File: config.mk
export PLATFORM = sky130hd
export DESIGN_NAME = ccca_top
export DESIGN_NICKNAME = d
export VERILOG_FILES = /design/src/hw/ccca_pkg.sv /design/src/hw/ccca_accum.sv /design/src/hw/ccca_oc_path.sv /design/src/hw/ccca_top.sv
export SDC_FILE = /design/constraint.sdc
export NUM_CORES = 1
export LEC_CHECK = 0
export BUFFER_PORTS_ARGS = -buffer_cell sky130_fd_sc_hd__buf_2
export CAP_MARGIN = 15
export CORE_MARGIN = 4
export CORE_UTILIZATION = 60
export DETAILED_ROUTE_END_ITERATION = 12
export GPL_TIMING_DRIVEN = 0
export PLACE_DENSITY = 0.77
export SETUP_SLACK_MARGIN = 0.02
export SYNTH_ARGS = -nofsm -noshare
export SYNTH_HDL_FRONTEND = slang
export SYNTH_SLANG_ARGS = --single-unit
File: constraint.sdc
create_clock -name ref_clk -period 3.9 [get_ports ref_clk]
set_clock_uncertainty 0.05 [all_clocks]
set_input_delay 0.39 -clock ref_clk [delete_from_list [all_inputs] [get_ports ref_clk]]
set_output_delay 0.39 -clock ref_clk [all_outputs]
set_load 0.02 [all_outputs]
File: src/hw/ccca_pkg.sv
// Purpose: shared constants and types for the coulomb counter command and alert block
// Assumes: one 200 MHz ref_clk, serial bus pins sampled through synchronisers
// Notes: configuration bit positions are fixed here and used everywhere; status_word in ccca_top is built by position without the ST_ constants
//
// Function
// - separate charge and discharge 32-bit accumulators
// - accumulators zero on reset or clear bit
// - snapshot copies selected accumulator per command
// - command 0x82 enables updates, returns low half
// - command 0x83 disables updates, returns upper half
// - command 0x84 returns status, high byte ones
// - equality match sets flag and raises alert
// - reset zeroes threshold and disables comparison
// - command 0x00 writes low threshold, masks compare
// - command 0x01 writes upper threshold, unmasks compare
// - command 0x04 loads configuration word
// - reversal flag sets on reversal, stays set
// - reversal flag clears by clear, sleep, reset
// - reversal irq enable raises alert on flag
// - overcurrent sets latch and alert until cleared
// - overcurrent alerts regardless of force bits
// - both path bits one: gate follows comparator
// - free running alert latches on first event
// - gate output from high, low bits, latch
// - alert held until clear, sleep entry, response address, reset
// - accumulator overflow wraps silently to zero
// - snapshot loads on clock fall after command ack

package ccca_pkg;

  // ==========================================================
  // command codes
  localparam logic [7:0] CMD_WR_LO = 8'h00;
  localparam logic [7:0] CMD_WR_HI = 8'h01;
  localparam logic [7:0] CMD_WR_CFG = 8'h04;
  localparam logic [7:0] CMD_RD_LO = 8'h82;
  localparam logic [7:0] CMD_RD_HI = 8'h83;
  localparam logic [7:0] CMD_RD_STAT = 8'h84;

  // ==========================================================
  // alert response address and reply
  localparam logic [6:0] ARA_ADDR = 7'h0C;
  localparam logic [7:0] ARA_REPLY = 8'h8F;
  localparam logic [7:0] STAT_FILL = 8'hFF;
  localparam logic [15:0] UNKNOWN_WORD = 16'hFFFF;

  // ==========================================================
  // configuration word bit positions
  localparam int CFG_CHG_LOW = 0;
  localparam int CFG_CHG_HIGH = 1;
  localparam int CFG_DIS_LOW = 2;
  localparam int CFG_DIS_HIGH = 3;
  localparam int CFG_EQ_EN = 4;
  localparam int CFG_ACC_SEL = 5;
  localparam int CFG_CLR_ACC = 6;
  localparam int CFG_CLR_ALERT = 7;
  localparam int CFG_REV_IRQ_EN = 8;
  localparam int CFG_SLEEP = 9;
  // write-one strobes are never stored
  localparam logic [15:0] CFG_STROBES = 16'h00C0;
  localparam logic [15:0] CFG_RESET = 16'h0000;

  // ==========================================================
  // status word bit positions
  localparam int ST_CHG_OC = 0;
  localparam int ST_DIS_OC = 1;
  localparam int ST_EQ = 2;
  localparam int ST_REV = 3;
  localparam int ST_SLEEP = 4;
  localparam int ST_DIR = 5;

  // ==========================================================
  // reset values and bit counts
  localparam logic [31:0] ACC_RESET = 32'h0000_0000;
  localparam logic [31:0] THR_RESET = 32'h0000_0000;
  localparam logic [5:0] SYNC_RESET = 6'h03;
  localparam logic [3:0] BIT_BYTE = 4'h8;
  localparam logic [3:0] BIT_ACK = 4'h9;

  // ==========================================================
  // serial slave states
  typedef enum logic [2:0] {
    ST_IDLE = 3'b000,
    ST_ADDR = 3'b001,
    ST_CMD = 3'b010,
    ST_WLO = 3'b011,
    ST_WHI = 3'b100,
    ST_RLO = 3'b101,
    ST_RHI = 3'b110,
    ST_TARA = 3'b111
  } ccca_state_t;

endpackage : ccca_pkg

File: src/hw/ccca_accum.sv
// Purpose: one 32-bit coulomb accumulator
// Assumes: inc is a one-cycle pulse on ref_clk
// Notes: no overflow indication

module ccca_accum (
  input wire logic ref_clk,
  input wire logic resetn,
  input wire logic inc,
  input wire logic clear,
  output logic [31:0] count_reg
);

  logic [31:0] count_next;

  // clear wins; plain add wraps back to zero
  assign count_next = clear ? ccca_pkg::ACC_RESET :
                      (inc ? count_reg + 32'h0000_0001 : count_reg);

  // ==========================================================
  // counter register
  always_ff @(posedge ref_clk or negedge resetn) begin
    if (!resetn) begin
      count_reg <= ccca_pkg::ACC_RESET;
    end else begin
      count_reg <= count_next;
    end
  end

endmodule // ccca_accum

File: src/hw/ccca_oc_path.sv
// Purpose: overcurrent latch and gate driver of one path
// Assumes: cmp_level already synchronised to ref_clk
// Notes: gate_oe high pulls the gate pin to ground

module ccca_oc_path (
  input wire logic ref_clk,
  input wire logic resetn,
  input wire logic cmp_level,
  input wire logic high_bit,
  input wire logic low_bit,
  input wire logic clear,
  output logic event_pulse,
  output logic latch_reg,
  output logic gate_oe_reg
);

  logic cmp_d_reg;
  logic latch_next;
  logic gate_oe_next;

  // rising comparator edge is the event
  assign event_pulse = cmp_level & ~cmp_d_reg;
  // set wins over clear
  assign latch_next = event_pulse | (latch_reg & ~clear);
  // truth table of force bits and latch
  assign gate_oe_next = ({high_bit, low_bit} == 2'h0) ? ~latch_reg :
                        ({high_bit, low_bit} == 2'h1) ? 1'b1 :
                        ({high_bit, low_bit} == 2'h2) ? 1'b0 :
                        ~cmp_level;

  // ==========================================================
  // latch and gate register; gate released during reset
  always_ff @(posedge ref_clk or negedge resetn) begin
    if (!resetn) begin
      cmp_d_reg <= 1'b0;
      latch_reg <= 1'b0;
      gate_oe_reg <= 1'b0;
    end else begin
      cmp_d_reg <= cmp_level;
      latch_reg <= latch_next;
      gate_oe_reg <= gate_oe_next;
    end
  end

endmodule // ccca_oc_path

File: src/hw/ccca_top.sv
// Purpose: serial slave, accumulators, compare, reversal and alert logic
// Assumes: scl and sda come straight from pins; master drives scl
// Notes: all pin inputs pass two flip-flops before use

module ccca_top #(
  // slave address, arbitrary default
  parameter logic [6:0] DEVICE_ADDR = 7'h36
) (
  input wire logic ref_clk,
  input wire logic resetn,
  input wire logic scl_in,
  input wire logic sda_in,
  output logic sda_out,
  output logic sda_oe,
  input wire logic charge_count_pulse,
  input wire logic discharge_count_pulse,
  input wire logic charge_comparator_out,
  input wire logic discharge_comparator_out,
  output logic charge_gate_out,
  output logic charge_gate_oe,
  output logic discharge_gate_out,
  output logic discharge_gate_oe,
  output logic alert_n_out,
  output logic alert_n_oe
);

  // ==========================================================
  // declarations
  logic [5:0] pin_raw;
  logic [5:0] sync1_reg;
  logic [5:0] sync2_reg;
  logic [5:0] prev_reg;
  logic scl_s;
  logic sda_s;
  logic scl_rise;
  logic scl_fall;
  logic start_cond;
  logic stop_cond;

  ccca_pkg::ccca_state_t state_reg;
  ccca_pkg::ccca_state_t state_next;
  logic [3:0] bit_cnt_reg;
  logic [3:0] bit_cnt_next;
  logic [7:0] shift_reg;
  logic [7:0] tx_reg;
  logic [7:0] tx_next;
  logic sda_oe_reg;
  logic sda_oe_next;
  logic ack_reg;
  logic ack_next;
  logic master_ack_reg;
  logic [7:0] cmd_reg;
  logic cmd_ok_reg;
  logic [7:0] wlo_reg;
  logic [15:0] word_reg;
  logic [15:0] rd_word;
  logic is_rx;
  logic is_tx;
  logic addr_w_hit;
  logic addr_r_hit;
  logic ara_hit;
  logic ack_want;

  logic ev_mask;
  logic ev_cmd;
  logic ev_wlo;
  logic ev_wdone;
  logic ev_rd_addr;
  logic ev_ara;
  logic wr_cfg;

  logic [15:0] cfg_reg;
  logic [31:0] thr_reg;
  logic [31:0] snap_reg;
  logic snap_en_reg;
  logic [31:0] chg_acc;
  logic [31:0] dis_acc;
  logic [31:0] sel_acc;
  logic sleep;
  logic sleep_d_reg;
  logic sleep_entry;
  logic chg_inc;
  logic dis_inc;
  logic clr_acc;
  logic clr_flags;

  logic eq_hit;
  logic eq_hit_d_reg;
  logic eq_event;
  logic eq_flag_reg;
  logic eq_mask_reg;
  logic dir_reg;
  logic dir_valid_reg;
  logic rev_now;
  logic rev_event;
  logic rev_flag_reg;
  logic chg_oc_event;
  logic dis_oc_event;
  logic chg_latch;
  logic dis_latch;
  logic alert_set;
  logic alert_reg;
  logic [7:0] status_word;

  // ==========================================================
  // pin synchronisers, then edge history
  assign pin_raw = {discharge_comparator_out, charge_comparator_out,
                    discharge_count_pulse, charge_count_pulse, sda_in, scl_in};

  always_ff @(posedge ref_clk or negedge resetn) begin
    if (!resetn) begin
      sync1_reg <= ccca_pkg::SYNC_RESET;
      sync2_reg <= ccca_pkg::SYNC_RESET;
      prev_reg <= ccca_pkg::SYNC_RESET;
    end else begin
      sync1_reg <= pin_raw;
      sync2_reg <= sync1_reg;
      prev_reg <= sync2_reg;
    end
  end

  // bus conditions from synchronised pins
  assign scl_s = sync2_reg[0];
  assign sda_s = sync2_reg[1];
  assign scl_rise = scl_s & ~prev_reg[0];
  assign scl_fall = ~scl_s & prev_reg[0];
  assign start_cond = scl_s & prev_reg[0] & prev_reg[1] & ~sda_s;
  assign stop_cond = scl_s & prev_reg[0] & ~prev_reg[1] & sda_s;

  // ==========================================================
  // serial slave decode
  assign is_rx = (state_reg == ccca_pkg::ST_ADDR) || (state_reg == ccca_pkg::ST_CMD) ||
                 (state_reg == ccca_pkg::ST_WLO) || (state_reg == ccca_pkg::ST_WHI);
  assign is_tx = (state_reg == ccca_pkg::ST_RLO) || (state_reg == ccca_pkg::ST_RHI) ||
                 (state_reg == ccca_pkg::ST_TARA);
  assign addr_w_hit = (shift_reg[7:1] == DEVICE_ADDR) & ~shift_reg[0];
  assign addr_r_hit = (shift_reg[7:1] == DEVICE_ADDR) & shift_reg[0] & cmd_ok_reg;
  assign ara_hit = (shift_reg[7:1] == ccca_pkg::ARA_ADDR) & shift_reg[0] & alert_reg;
  assign ack_want = (state_reg == ccca_pkg::ST_ADDR) ?
                    (addr_w_hit | addr_r_hit | ara_hit) : is_rx;

  // read word selected by the stored command
  assign rd_word = (cmd_reg == ccca_pkg::CMD_RD_LO) ? snap_reg[15:0] :
                   (cmd_reg == ccca_pkg::CMD_RD_HI) ? snap_reg[31:16] :
                   (cmd_reg == ccca_pkg::CMD_RD_STAT) ?
                   {ccca_pkg::STAT_FILL, status_word} :
                   ccca_pkg::UNKNOWN_WORD;

  // first bit driven at once, rest held for shifting
  function automatic logic [8:0] tx_load(input logic [7:0] b);
    return {~b[7], b[6:0], 1'b0};
  endfunction

  // ==========================================================
  // slave state machine next state
  always_comb begin
    state_next = state_reg;
    bit_cnt_next = bit_cnt_reg;
    sda_oe_next = sda_oe_reg;
    tx_next = tx_reg;
    ack_next = ack_reg;
    if (stop_cond) begin
      state_next = ccca_pkg::ST_IDLE;
      bit_cnt_next = 4'h0;
      sda_oe_next = 1'b0;
    end else if (start_cond) begin
      state_next = ccca_pkg::ST_ADDR;
      bit_cnt_next = 4'h0;
      sda_oe_next = 1'b0;
    end else if (state_reg != ccca_pkg::ST_IDLE) begin
      if (scl_rise && bit_cnt_reg < ccca_pkg::BIT_ACK) begin
        bit_cnt_next = bit_cnt_reg + 4'h1;
      end else if (scl_fall && bit_cnt_reg == ccca_pkg::BIT_BYTE) begin
        ack_next = ack_want;
        sda_oe_next = ack_want;
      end else if (scl_fall && bit_cnt_reg == ccca_pkg::BIT_ACK) begin
        bit_cnt_next = 4'h0;
        sda_oe_next = 1'b0;
        unique case (state_reg)
          ccca_pkg::ST_ADDR: begin
            if (!ack_reg) begin
              state_next = ccca_pkg::ST_IDLE;
            end else if (addr_w_hit) begin
              state_next = ccca_pkg::ST_CMD;
            end else if (addr_r_hit) begin
              state_next = ccca_pkg::ST_RLO;
              {sda_oe_next, tx_next} = tx_load(rd_word[7:0]);
            end else begin
              state_next = ccca_pkg::ST_TARA;
              {sda_oe_next, tx_next} = tx_load(ccca_pkg::ARA_REPLY);
            end
          end
          ccca_pkg::ST_CMD: begin
            state_next = ccca_pkg::ST_WLO;
          end
          ccca_pkg::ST_WLO: begin
            state_next = ccca_pkg::ST_WHI;
          end
          ccca_pkg::ST_RLO: begin
            if (master_ack_reg) begin
              state_next = ccca_pkg::ST_RHI;
              {sda_oe_next, tx_next} = tx_load(word_reg[15:8]);
            end else begin
              state_next = ccca_pkg::ST_IDLE;
            end
          end
          default: begin
            state_next = ccca_pkg::ST_IDLE;
          end
        endcase
      end else if (scl_fall && is_tx && bit_cnt_reg != 4'h0) begin
        sda_oe_next = ~tx_reg[7];
        tx_next = {tx_reg[6:0], 1'b0};
      end
    end
  end

  // ==========================================================
  // slave state registers
  always_ff @(posedge ref_clk or negedge resetn) begin
    if (!resetn) begin
      state_reg <= ccca_pkg::ST_IDLE;
      bit_cnt_reg <= 4'h0;
      sda_oe_reg <= 1'b0;
      tx_reg <= 8'h00;
      ack_reg <= 1'b0;
    end else begin
      state_reg <= state_next;
      bit_cnt_reg <= bit_cnt_next;
      sda_oe_reg <= sda_oe_next;
      tx_reg <= tx_next;
      ack_reg <= ack_next;
    end
  end

  // bus events
  assign ev_mask = scl_rise & (state_reg == ccca_pkg::ST_CMD) &
                   (bit_cnt_reg == ccca_pkg::BIT_BYTE) &
                   (shift_reg == ccca_pkg::CMD_WR_LO);
  assign ev_cmd = scl_fall & (state_reg == ccca_pkg::ST_CMD) &
                  (bit_cnt_reg == ccca_pkg::BIT_ACK);
  assign ev_wlo = scl_fall & (state_reg == ccca_pkg::ST_WLO) &
                  (bit_cnt_reg == ccca_pkg::BIT_ACK);
  assign ev_wdone = scl_fall & (state_reg == ccca_pkg::ST_WHI) &
                    (bit_cnt_reg == ccca_pkg::BIT_ACK);
  assign ev_rd_addr = scl_fall & (state_reg == ccca_pkg::ST_ADDR) &
                      (bit_cnt_reg == ccca_pkg::BIT_ACK) & ack_reg & addr_r_hit;
  assign ev_ara = scl_fall & (state_reg == ccca_pkg::ST_ADDR) &
                  (bit_cnt_reg == ccca_pkg::BIT_ACK) & ack_reg &
                  ~addr_w_hit & ~addr_r_hit;
  assign wr_cfg = ev_wdone & (cmd_reg == ccca_pkg::CMD_WR_CFG);

  // ==========================================================
  // received bytes and command context
  always_ff @(posedge ref_clk or negedge resetn) begin
    if (!resetn) begin
      shift_reg <= 8'h00;
      master_ack_reg <= 1'b0;
      cmd_reg <= 8'h00;
      cmd_ok_reg <= 1'b0;
      wlo_reg <= 8'h00;
      word_reg <= 16'h0000;
    end else begin
      if (scl_rise && is_rx && bit_cnt_reg < ccca_pkg::BIT_BYTE) begin
        shift_reg <= {shift_reg[6:0], sda_s};
      end
      if (scl_rise && is_tx && bit_cnt_reg == ccca_pkg::BIT_BYTE) begin
        master_ack_reg <= ~sda_s;
      end
      if (ev_cmd) begin
        cmd_reg <= shift_reg;
      end
      cmd_ok_reg <= ev_cmd | (cmd_ok_reg & ~stop_cond);
      if (ev_wlo) begin
        wlo_reg <= shift_reg;
      end
      if (ev_rd_addr) begin
        word_reg <= rd_word;
      end
    end
  end

  // ==========================================================
  // configuration, threshold and snapshot
  assign clr_acc = wr_cfg & wlo_reg[ccca_pkg::CFG_CLR_ACC];
  assign sleep = cfg_reg[ccca_pkg::CFG_SLEEP];
  assign sleep_entry = sleep & ~sleep_d_reg;
  assign clr_flags = (wr_cfg & wlo_reg[ccca_pkg::CFG_CLR_ALERT]) | sleep_entry;
  assign sel_acc = cfg_reg[ccca_pkg::CFG_ACC_SEL] ? dis_acc : chg_acc;

  always_ff @(posedge ref_clk or negedge resetn) begin
    if (!resetn) begin
      cfg_reg <= ccca_pkg::CFG_RESET;
      thr_reg <= ccca_pkg::THR_RESET;
      sleep_d_reg <= 1'b0;
    end else begin
      sleep_d_reg <= sleep;
      if (wr_cfg) begin
        cfg_reg <= {shift_reg, wlo_reg} & ~ccca_pkg::CFG_STROBES;
      end
      if (ev_wdone && cmd_reg == ccca_pkg::CMD_WR_LO) begin
        thr_reg[15:0] <= {shift_reg, wlo_reg};
      end
      if (ev_wdone && cmd_reg == ccca_pkg::CMD_WR_HI) begin
        thr_reg[31:16] <= {shift_reg, wlo_reg};
      end
    end
  end

  // snapshot loads on the fall after the command ack
  always_ff @(posedge ref_clk or negedge resetn) begin
    if (!resetn) begin
      snap_reg <= ccca_pkg::ACC_RESET;
      snap_en_reg <= 1'b0;
    end else if (ev_cmd) begin
      if (shift_reg == ccca_pkg::CMD_RD_LO) begin
        snap_en_reg <= 1'b1;
        snap_reg <= sel_acc;
      end else if (shift_reg == ccca_pkg::CMD_RD_HI) begin
        snap_en_reg <= 1'b0;
      end else if (snap_en_reg) begin
        snap_reg <= sel_acc;
      end
    end
  end

  // ==========================================================
  // accumulators, counting stops in soft sleep
  assign chg_inc = sync2_reg[2] & ~prev_reg[2] & ~sleep;
  assign dis_inc = sync2_reg[3] & ~prev_reg[3] & ~sleep;

  ccca_accum u_chg_acc (
    .ref_clk(ref_clk),
    .resetn(resetn),
    .inc(chg_inc),
    .clear(clr_acc),
    .count_reg(chg_acc)
  );

  ccca_accum u_dis_acc (
    .ref_clk(ref_clk),
    .resetn(resetn),
    .inc(dis_inc),
    .clear(clr_acc),
    .count_reg(dis_acc)
  );

  // ==========================================================
  // overcurrent paths
  ccca_oc_path u_chg_path (
    .ref_clk(ref_clk),
    .resetn(resetn),
    .cmp_level(sync2_reg[4]),
    .high_bit(cfg_reg[ccca_pkg::CFG_CHG_HIGH]),
    .low_bit(cfg_reg[ccca_pkg::CFG_CHG_LOW]),
    .clear(clr_flags),
    .event_pulse(chg_oc_event),
    .latch_reg(chg_latch),
    .gate_oe_reg(charge_gate_oe)
  );

  ccca_oc_path u_dis_path (
    .ref_clk(ref_clk),
    .resetn(resetn),
    .cmp_level(sync2_reg[5]),
    .high_bit(cfg_reg[ccca_pkg::CFG_DIS_HIGH]),
    .low_bit(cfg_reg[ccca_pkg::CFG_DIS_LOW]),
    .clear(clr_flags),
    .event_pulse(dis_oc_event),
    .latch_reg(dis_latch),
    .gate_oe_reg(discharge_gate_oe)
  );

  // ==========================================================
  // equality compare and reversal detection
  assign eq_hit = cfg_reg[ccca_pkg::CFG_EQ_EN] & (sel_acc == thr_reg);
  assign eq_event = eq_hit & ~eq_hit_d_reg;
  assign rev_now = dir_valid_reg & ((chg_inc & ~dir_reg) | (dis_inc & dir_reg));
  assign rev_event = rev_now & ~rev_flag_reg;

  always_ff @(posedge ref_clk or negedge resetn) begin
    if (!resetn) begin
      eq_hit_d_reg <= 1'b0;
      eq_flag_reg <= 1'b0;
      eq_mask_reg <= 1'b0;
      dir_reg <= 1'b0;
      dir_valid_reg <= 1'b0;
      rev_flag_reg <= 1'b0;
    end else begin
      eq_hit_d_reg <= eq_hit;
      eq_flag_reg <= eq_hit | (eq_flag_reg & ~clr_flags);
      // mask at ack rise of the low write, unmask after the high write
      eq_mask_reg <= ev_mask |
                     (eq_mask_reg & ~(ev_wdone & cmd_reg == ccca_pkg::CMD_WR_HI));
      if (chg_inc || dis_inc) begin
        dir_reg <= chg_inc;
        dir_valid_reg <= 1'b1;
      end
      rev_flag_reg <= rev_now | (rev_flag_reg & ~clr_flags);
    end
  end

  // ==========================================================
  // alert collection; a set wins over every clear
  assign alert_set = chg_oc_event | dis_oc_event |
                     (eq_event & ~eq_mask_reg) |
                     (rev_event & cfg_reg[ccca_pkg::CFG_REV_IRQ_EN]);

  always_ff @(posedge ref_clk or negedge resetn) begin
    if (!resetn) begin
      alert_reg <= 1'b0;
    end else begin
      alert_reg <= alert_set | (alert_reg & ~(clr_flags | ev_ara));
    end
  end

  // status word
  assign status_word = {2'b00, dir_reg, sleep, rev_flag_reg, eq_flag_reg, dis_latch, chg_latch};

  // ==========================================================
  // open-drain pins only ever pull low
  assign sda_out = 1'b0;
  assign sda_oe = sda_oe_reg;
  assign charge_gate_out = 1'b0;
  assign discharge_gate_out = 1'b0;
  assign alert_n_out = 1'b0;
  assign alert_n_oe = alert_reg;

endmodule // ccca_top

== Word level (Yosys, flattened, before mapping) ==
Index checks and enable logic that the tools add are counted.
Storage, ports and cells
  register bits: 226
  latch bits: 0
  memory bits (writable): 0
  bits in read-only memories: 0
  bits of input ports: 8
  output and inout bits: 8
  logic and storage cells: 265
  memories: 0
Cells by class
  add/sub/neg operators: 3
  multipliers: 0
  divide/modulo/power cells: 0
  order comparisons: 2
  eq/ne operators: 31
  shifts and indexed selects: 0
  multiplexer cells: 56
  bitwise gates (word level): 99
  reduce and logical (&&, ||, !) cells: 39
Operator list (count)
  32-bit 2-to-1 mux: 8
  32-bit by 1-bit adder with 32-bit output, second input constant: 2
  8-bit 2-to-1 mux: 7
  1-bit bitwise AND: 53
  8-bit == test, second input constant: 5
  32-bit == test: 1
  16-bit 2-to-1 mux: 2
  1-bit NOT: 31
  3-bit 2-to-1 mux: 9
  4-bit 2-to-1 mux: 6
  1-bit 2-to-1 mux: 20
  8-bit zero test: 2
  8-bit case mux with 2 select lines: 1
  3-bit != test, second input constant: 5
  1-bit OR: 15
  3-bit == test, second input constant: 4
  3-bit case mux with 4 select lines: 1
  1-bit logical AND: 11
  10-bit AND reduction: 1
  2-bit nonzero test: 5
  3-bit AND reduction: 3
  3-bit nonzero test: 3
  4-bit == test, second input constant: 2
  8-bit by 1-bit == test with 1-bit output, second input constant: 1
  other kinds (21): 32

== Longest topological paths before layout ==
  word-level depth: 15
  depth in mapped cells: 9

== By module ==
A second synthesis with hierarchy kept.
Second synthesis, totals
  cell total of the unflattened synthesis: 1011
  area total of the unflattened synthesis: 10571.4 um^2
By module, submodules not included
  ccca_top: times used 1, cells an instance 643, area an instance 6985.4 um^2, sequential area each 3686.0 um^2
  ccca_accum: times used 2, cells an instance 176, area an instance 1680.4 um^2, sequential area each 800.8 um^2
  ccca_oc_path: times used 2, cells an instance 8, area an instance 112.6 um^2, sequential area each 75.1 um^2

== Worst setup path after synthesis ==
Ideal clock, no wire load.
  kind: register to register
  start point: reg cfg_reg[9]
  end point: reg u_dis_acc.count_reg[29]
  library setup time: 77 ps
  arrival time: 2291 ps
  data required time: 3773 ps
  slack: 1482 ps
  cell stages (with the launch flop): 6
  buffers on the path: 0
  period minus slack after synthesis: 2418 ps
  cells stage by stage: dfrtp_1 or3b_4 or4_1 or4_4 or3_1 a21oi_1
On the way
  cells in the longest elaborated chain, start to end: 3
RTL lines
  from (decl): RTL line ccca_top.sv:72  | logic [15:0] cfg_reg;
  from (signal assigned): RTL line ccca_top.sv:293  | cfg_reg <= ccca_pkg::CFG_RESET;
  from (signal assigned): RTL line ccca_top.sv:299  | cfg_reg <= {shift_reg, wlo_reg} & ~ccca_pkg::CFG_STROBES;
  1-bit NOT: RTL line ccca_top.sv:330  | assign dis_inc = sync2_reg[3] & ~prev_reg[3] & ~sleep;
  1-bit bitwise AND: RTL line ccca_top.sv:330
  2-bit nonzero test (no source line)
  to (signal assigned): RTL line ccca_accum.sv:23  | count_reg <= ccca_pkg::ACC_RESET;
  to (signal assigned): RTL line ccca_accum.sv:25  | count_reg <= count_next;
  to (decl): RTL line ccca_accum.sv:10  | output logic [31:0] count_reg
Every way passes these cells.
A chain may end at the register's enable or synchronous reset.

== Worst setup path after layout ==
  start point: reg cmd_reg[5]
  end point: reg u_chg_acc.count_reg[21]
On the way
  cells in the longest elaborated chain, start to end: 4
  elaborated cells on any way between the ends: 5
  classes of those cells: eq/ne: 1; mux: 1; bitwise: 2; reduce/logical: 1
RTL lines
  from (decl): RTL line ccca_top.sv:52  | logic [7:0] cmd_reg;
  from (signal assigned): RTL line ccca_top.sv:271  | cmd_reg <= shift_reg;
  8-bit by 3-bit == test with 1-bit output *: RTL line ccca_top.sv:251  | assign wr_cfg = ev_wdone & (cmd_reg == ccca_pkg::CMD_WR_CFG);
  1-bit bitwise AND *: RTL line ccca_top.sv:251
  1-bit bitwise AND *: RTL line ccca_top.sv:285  | assign clr_acc = wr_cfg & wlo_reg[ccca_pkg::CFG_CLR_ACC];
  32-bit 2-to-1 mux / 2-bit nonzero test (equally long branches)
  to (signal assigned): RTL line ccca_accum.sv:23
  to (signal assigned): RTL line ccca_accum.sv:25
  to (decl): RTL line ccca_accum.sv:10
Mark *: on every way between the ends. The rest lies on a longest branch, timed or not.

==> out/results.ini <==
[sta]
fin_crit_sh_pct=85.05
slew_headroom_pct=38.26
final_hold_viol_count=0
rsz0062_at_grt=false
whs_ns=0.2975
worst_slew_pin_slew_ns=0.9192
slew_viol_final=0
period_minus_slack_ns=3.317
max_freq_ghz=0.3015
finalSetupViolCount=0

[critical_path]
timing.reg2reg.setup_slack_ns=0.58
critical_path_required_ns=4.23
critPathCaptureType=flop
critPathMaxFanout=10
path_class=flop to flop
startpoint_type=flop
crit_arrival_ns=3.64

[global_routing]
grt_pass1_vias=7218
grt_antenna_before_repair=0
track_usage_pct=25.95
grt_pass1_wl_um=38510
overflow=0
grt_max_degree=101

[drt]
routed-wl-met3_um=1331
drt_iter0_drc=610
wl_met2_um=11070
postRouteAntennaNets=0
wl_um=23950
drc=0
wl_per_cell_um=19.39
drt-met1-wl_um=10890
num_vias=7469
detail_route.vias_per_cell=6.048
dr.pass1.iters=5
highest_layer=met4

[clock_tree]
clock-sinks=217
worst_skew_pair.late_latency_ns=0.50
post-cts-setup-buffers=0
cts.path.max_buffers=3
cts_tree=built
htreeDepth=1
cts_buffers=23
post_cts_resized=0
cts_hold_buf=7
clkTransAtPathRegs_ns=0.06
clockRootBuffer=clkbuf_16

[floorplan]
ios=16
initial_core_util_pct=61.12
chipWidth_um=138.0
core_area_mm2=0.01658
die_h_um=138.0
fp.dieArea_mm2=0.01904
num_rows=47

[placement]
io_buffer_count=11
dp_cells=1188
place_hpwl_um=16740
gp_congestion=0.9364

[finish]
multi_input_area_mm2=0.004405
antenna_cells=0
drive_gt1_share_pct=13.89
regArea_mm2=0.005438
fillers=1257
fin_cells=1235
syn2layout_area_growth_pct=11.92
nNetsFinal=1014

[logic_synthesis]
synth.distinct_cells=61
synth_top_cell_by_area=dfrtp_1
synthArstFlopShare_pct=100.0
synthMostInstantiatedCell=dfrtp_1
ys_ff_latch=217
ys_top_cells_by_count=dfrtp_1 (211), nand2_1 (97), o21ai_0 (76)
synth_top_area_share_pct=52.09
postSynthAreaPerCell_um2=10.65
ys_seq_area_share_pct=53.65
synth.cell_area_mm2=0.01014
synth_cells=952
ys.flop_type=dfrtp_1
synth-edff-count=0
yosysWarnings=0
yosys-top-cells-area=dfrtp_1 (52%), mux2_2 (6.3%), xnor2_1 (4.7%), o21ai_0 (3.8%), nand2_1 (3.6%)

[power_and_ir_drop]
power_per_cell_area_mw_per_mm2=437.1
worst_ir_drop_vdd_v=0.0003558
power_leakage_nw=5.036

[hold_path]
hold_class=flop to flop

[run_status]
status=completed

[run]
drv_cap=0

## power breakdown
group	leakage, nW	switching, mW	internal (mW)
Clock	0.362	0.857	1.26
Sequential	2.94	0.0964	2.33
Combinational	1.74	0.260	0.153
## per-stage QoR
| stage | power, mW | util (%) | setup TNS, ns | instance area (µm²) | setup WS, ns |
|---|---|---|---|---|---|
| finish | 4.959 | 68.41 | 0 | 11340 | 0.5829 |
| global route | 5.131 | 68.41 | 0 | 11340 | 0.4181 |
| detailed placement | 2.870 | 63.57 | 0 | 10540 | 0.6197 |
| global placement | 2.850 | 63.18 | -272.76 | 10480 | -1.308 |
| CTS | 4.976 | 68.38 | 0 | 11340 | 0.5787 |
| floorplan | 2.703 | - | 0 | 10150 | 1.482 |
## logic make-up after synthesis
group	Yosys count	share of synthesized area, %
compound gates	155	9.345
xor+xnor	86	7.431
fa+ha+maj	5	0.6172
buf+inv	73	3.000
flops	217	53.65
mux	92	9.789
other cells	1	0.03700
simple gates	323	16.13
## per-layer routing
metal | GRT usage [%] | vias to the layer above
met1 | 38.11 | 3773
met5 | 0 | -
met3 | 3.447 | 46
met2 | 41.19 | 217
li1 | - | 3433
met4 | 6.915 | 0
## final cells by class
class | count | area share, %
Timing Repair Buffer | 21 | 1.721
Buffer | 51 | 1.952
Sequential cell | 217 | 47.93
Clock inverter | 5 | 0.4412
Clock buffer | 34 | 5.967
Tap cell | 220 | 2.426
Multi-Input combinational cell | 665 | 38.83
Inverter | 22 | 0.7279
## cell usage in the layout, fill, tap and decap left out, types with 10 or more instances in the layout
cell type	instances
dfrtp_1	211
nand2_1	97
o21ai_0	76
nor2_1	75
mux2_2	57
xnor2_1	54
clkbuf_1	38
mux2i_1	35
xor2_1	32
nand3_1	27
clkbuf_16	23
inv_1	22
buf_2	22
and3_1	17
nor3_1	17
a21oi_1	17
nand4_1	15
or3_1	15
o22ai_1	13
nor4_1	11
o22a_1	10
## critical path, cell delays in order, from the launching register on
cell,delay (ns)
dfrtp_1,0.38
nor3_1,0.69
nand4b_1,0.31
nor4_4,0.76
and2_1,0.28
clkbuf_1,0.32
buf_2,0.32
nor2_1,0.08
## final timing paths
path	startpoint	end	depth (start not counted)
setup / recovery	cmd_reg[5]	u_chg_acc.count_reg[21]	7
hold / removal	sync1_reg[4]	sync2_reg[4]	0
setup reg to reg	cmd_reg[5]	u_chg_acc.count_reg[21]	7
hold reg to reg	sync1_reg[4]	sync2_reg[4]	0
max in group asynchronous	resetn	sync2_reg[5]	4
min in group asynchronous	resetn	sync2_reg[2]	2
Note: power is estimated with default switching activity, not from simulation.
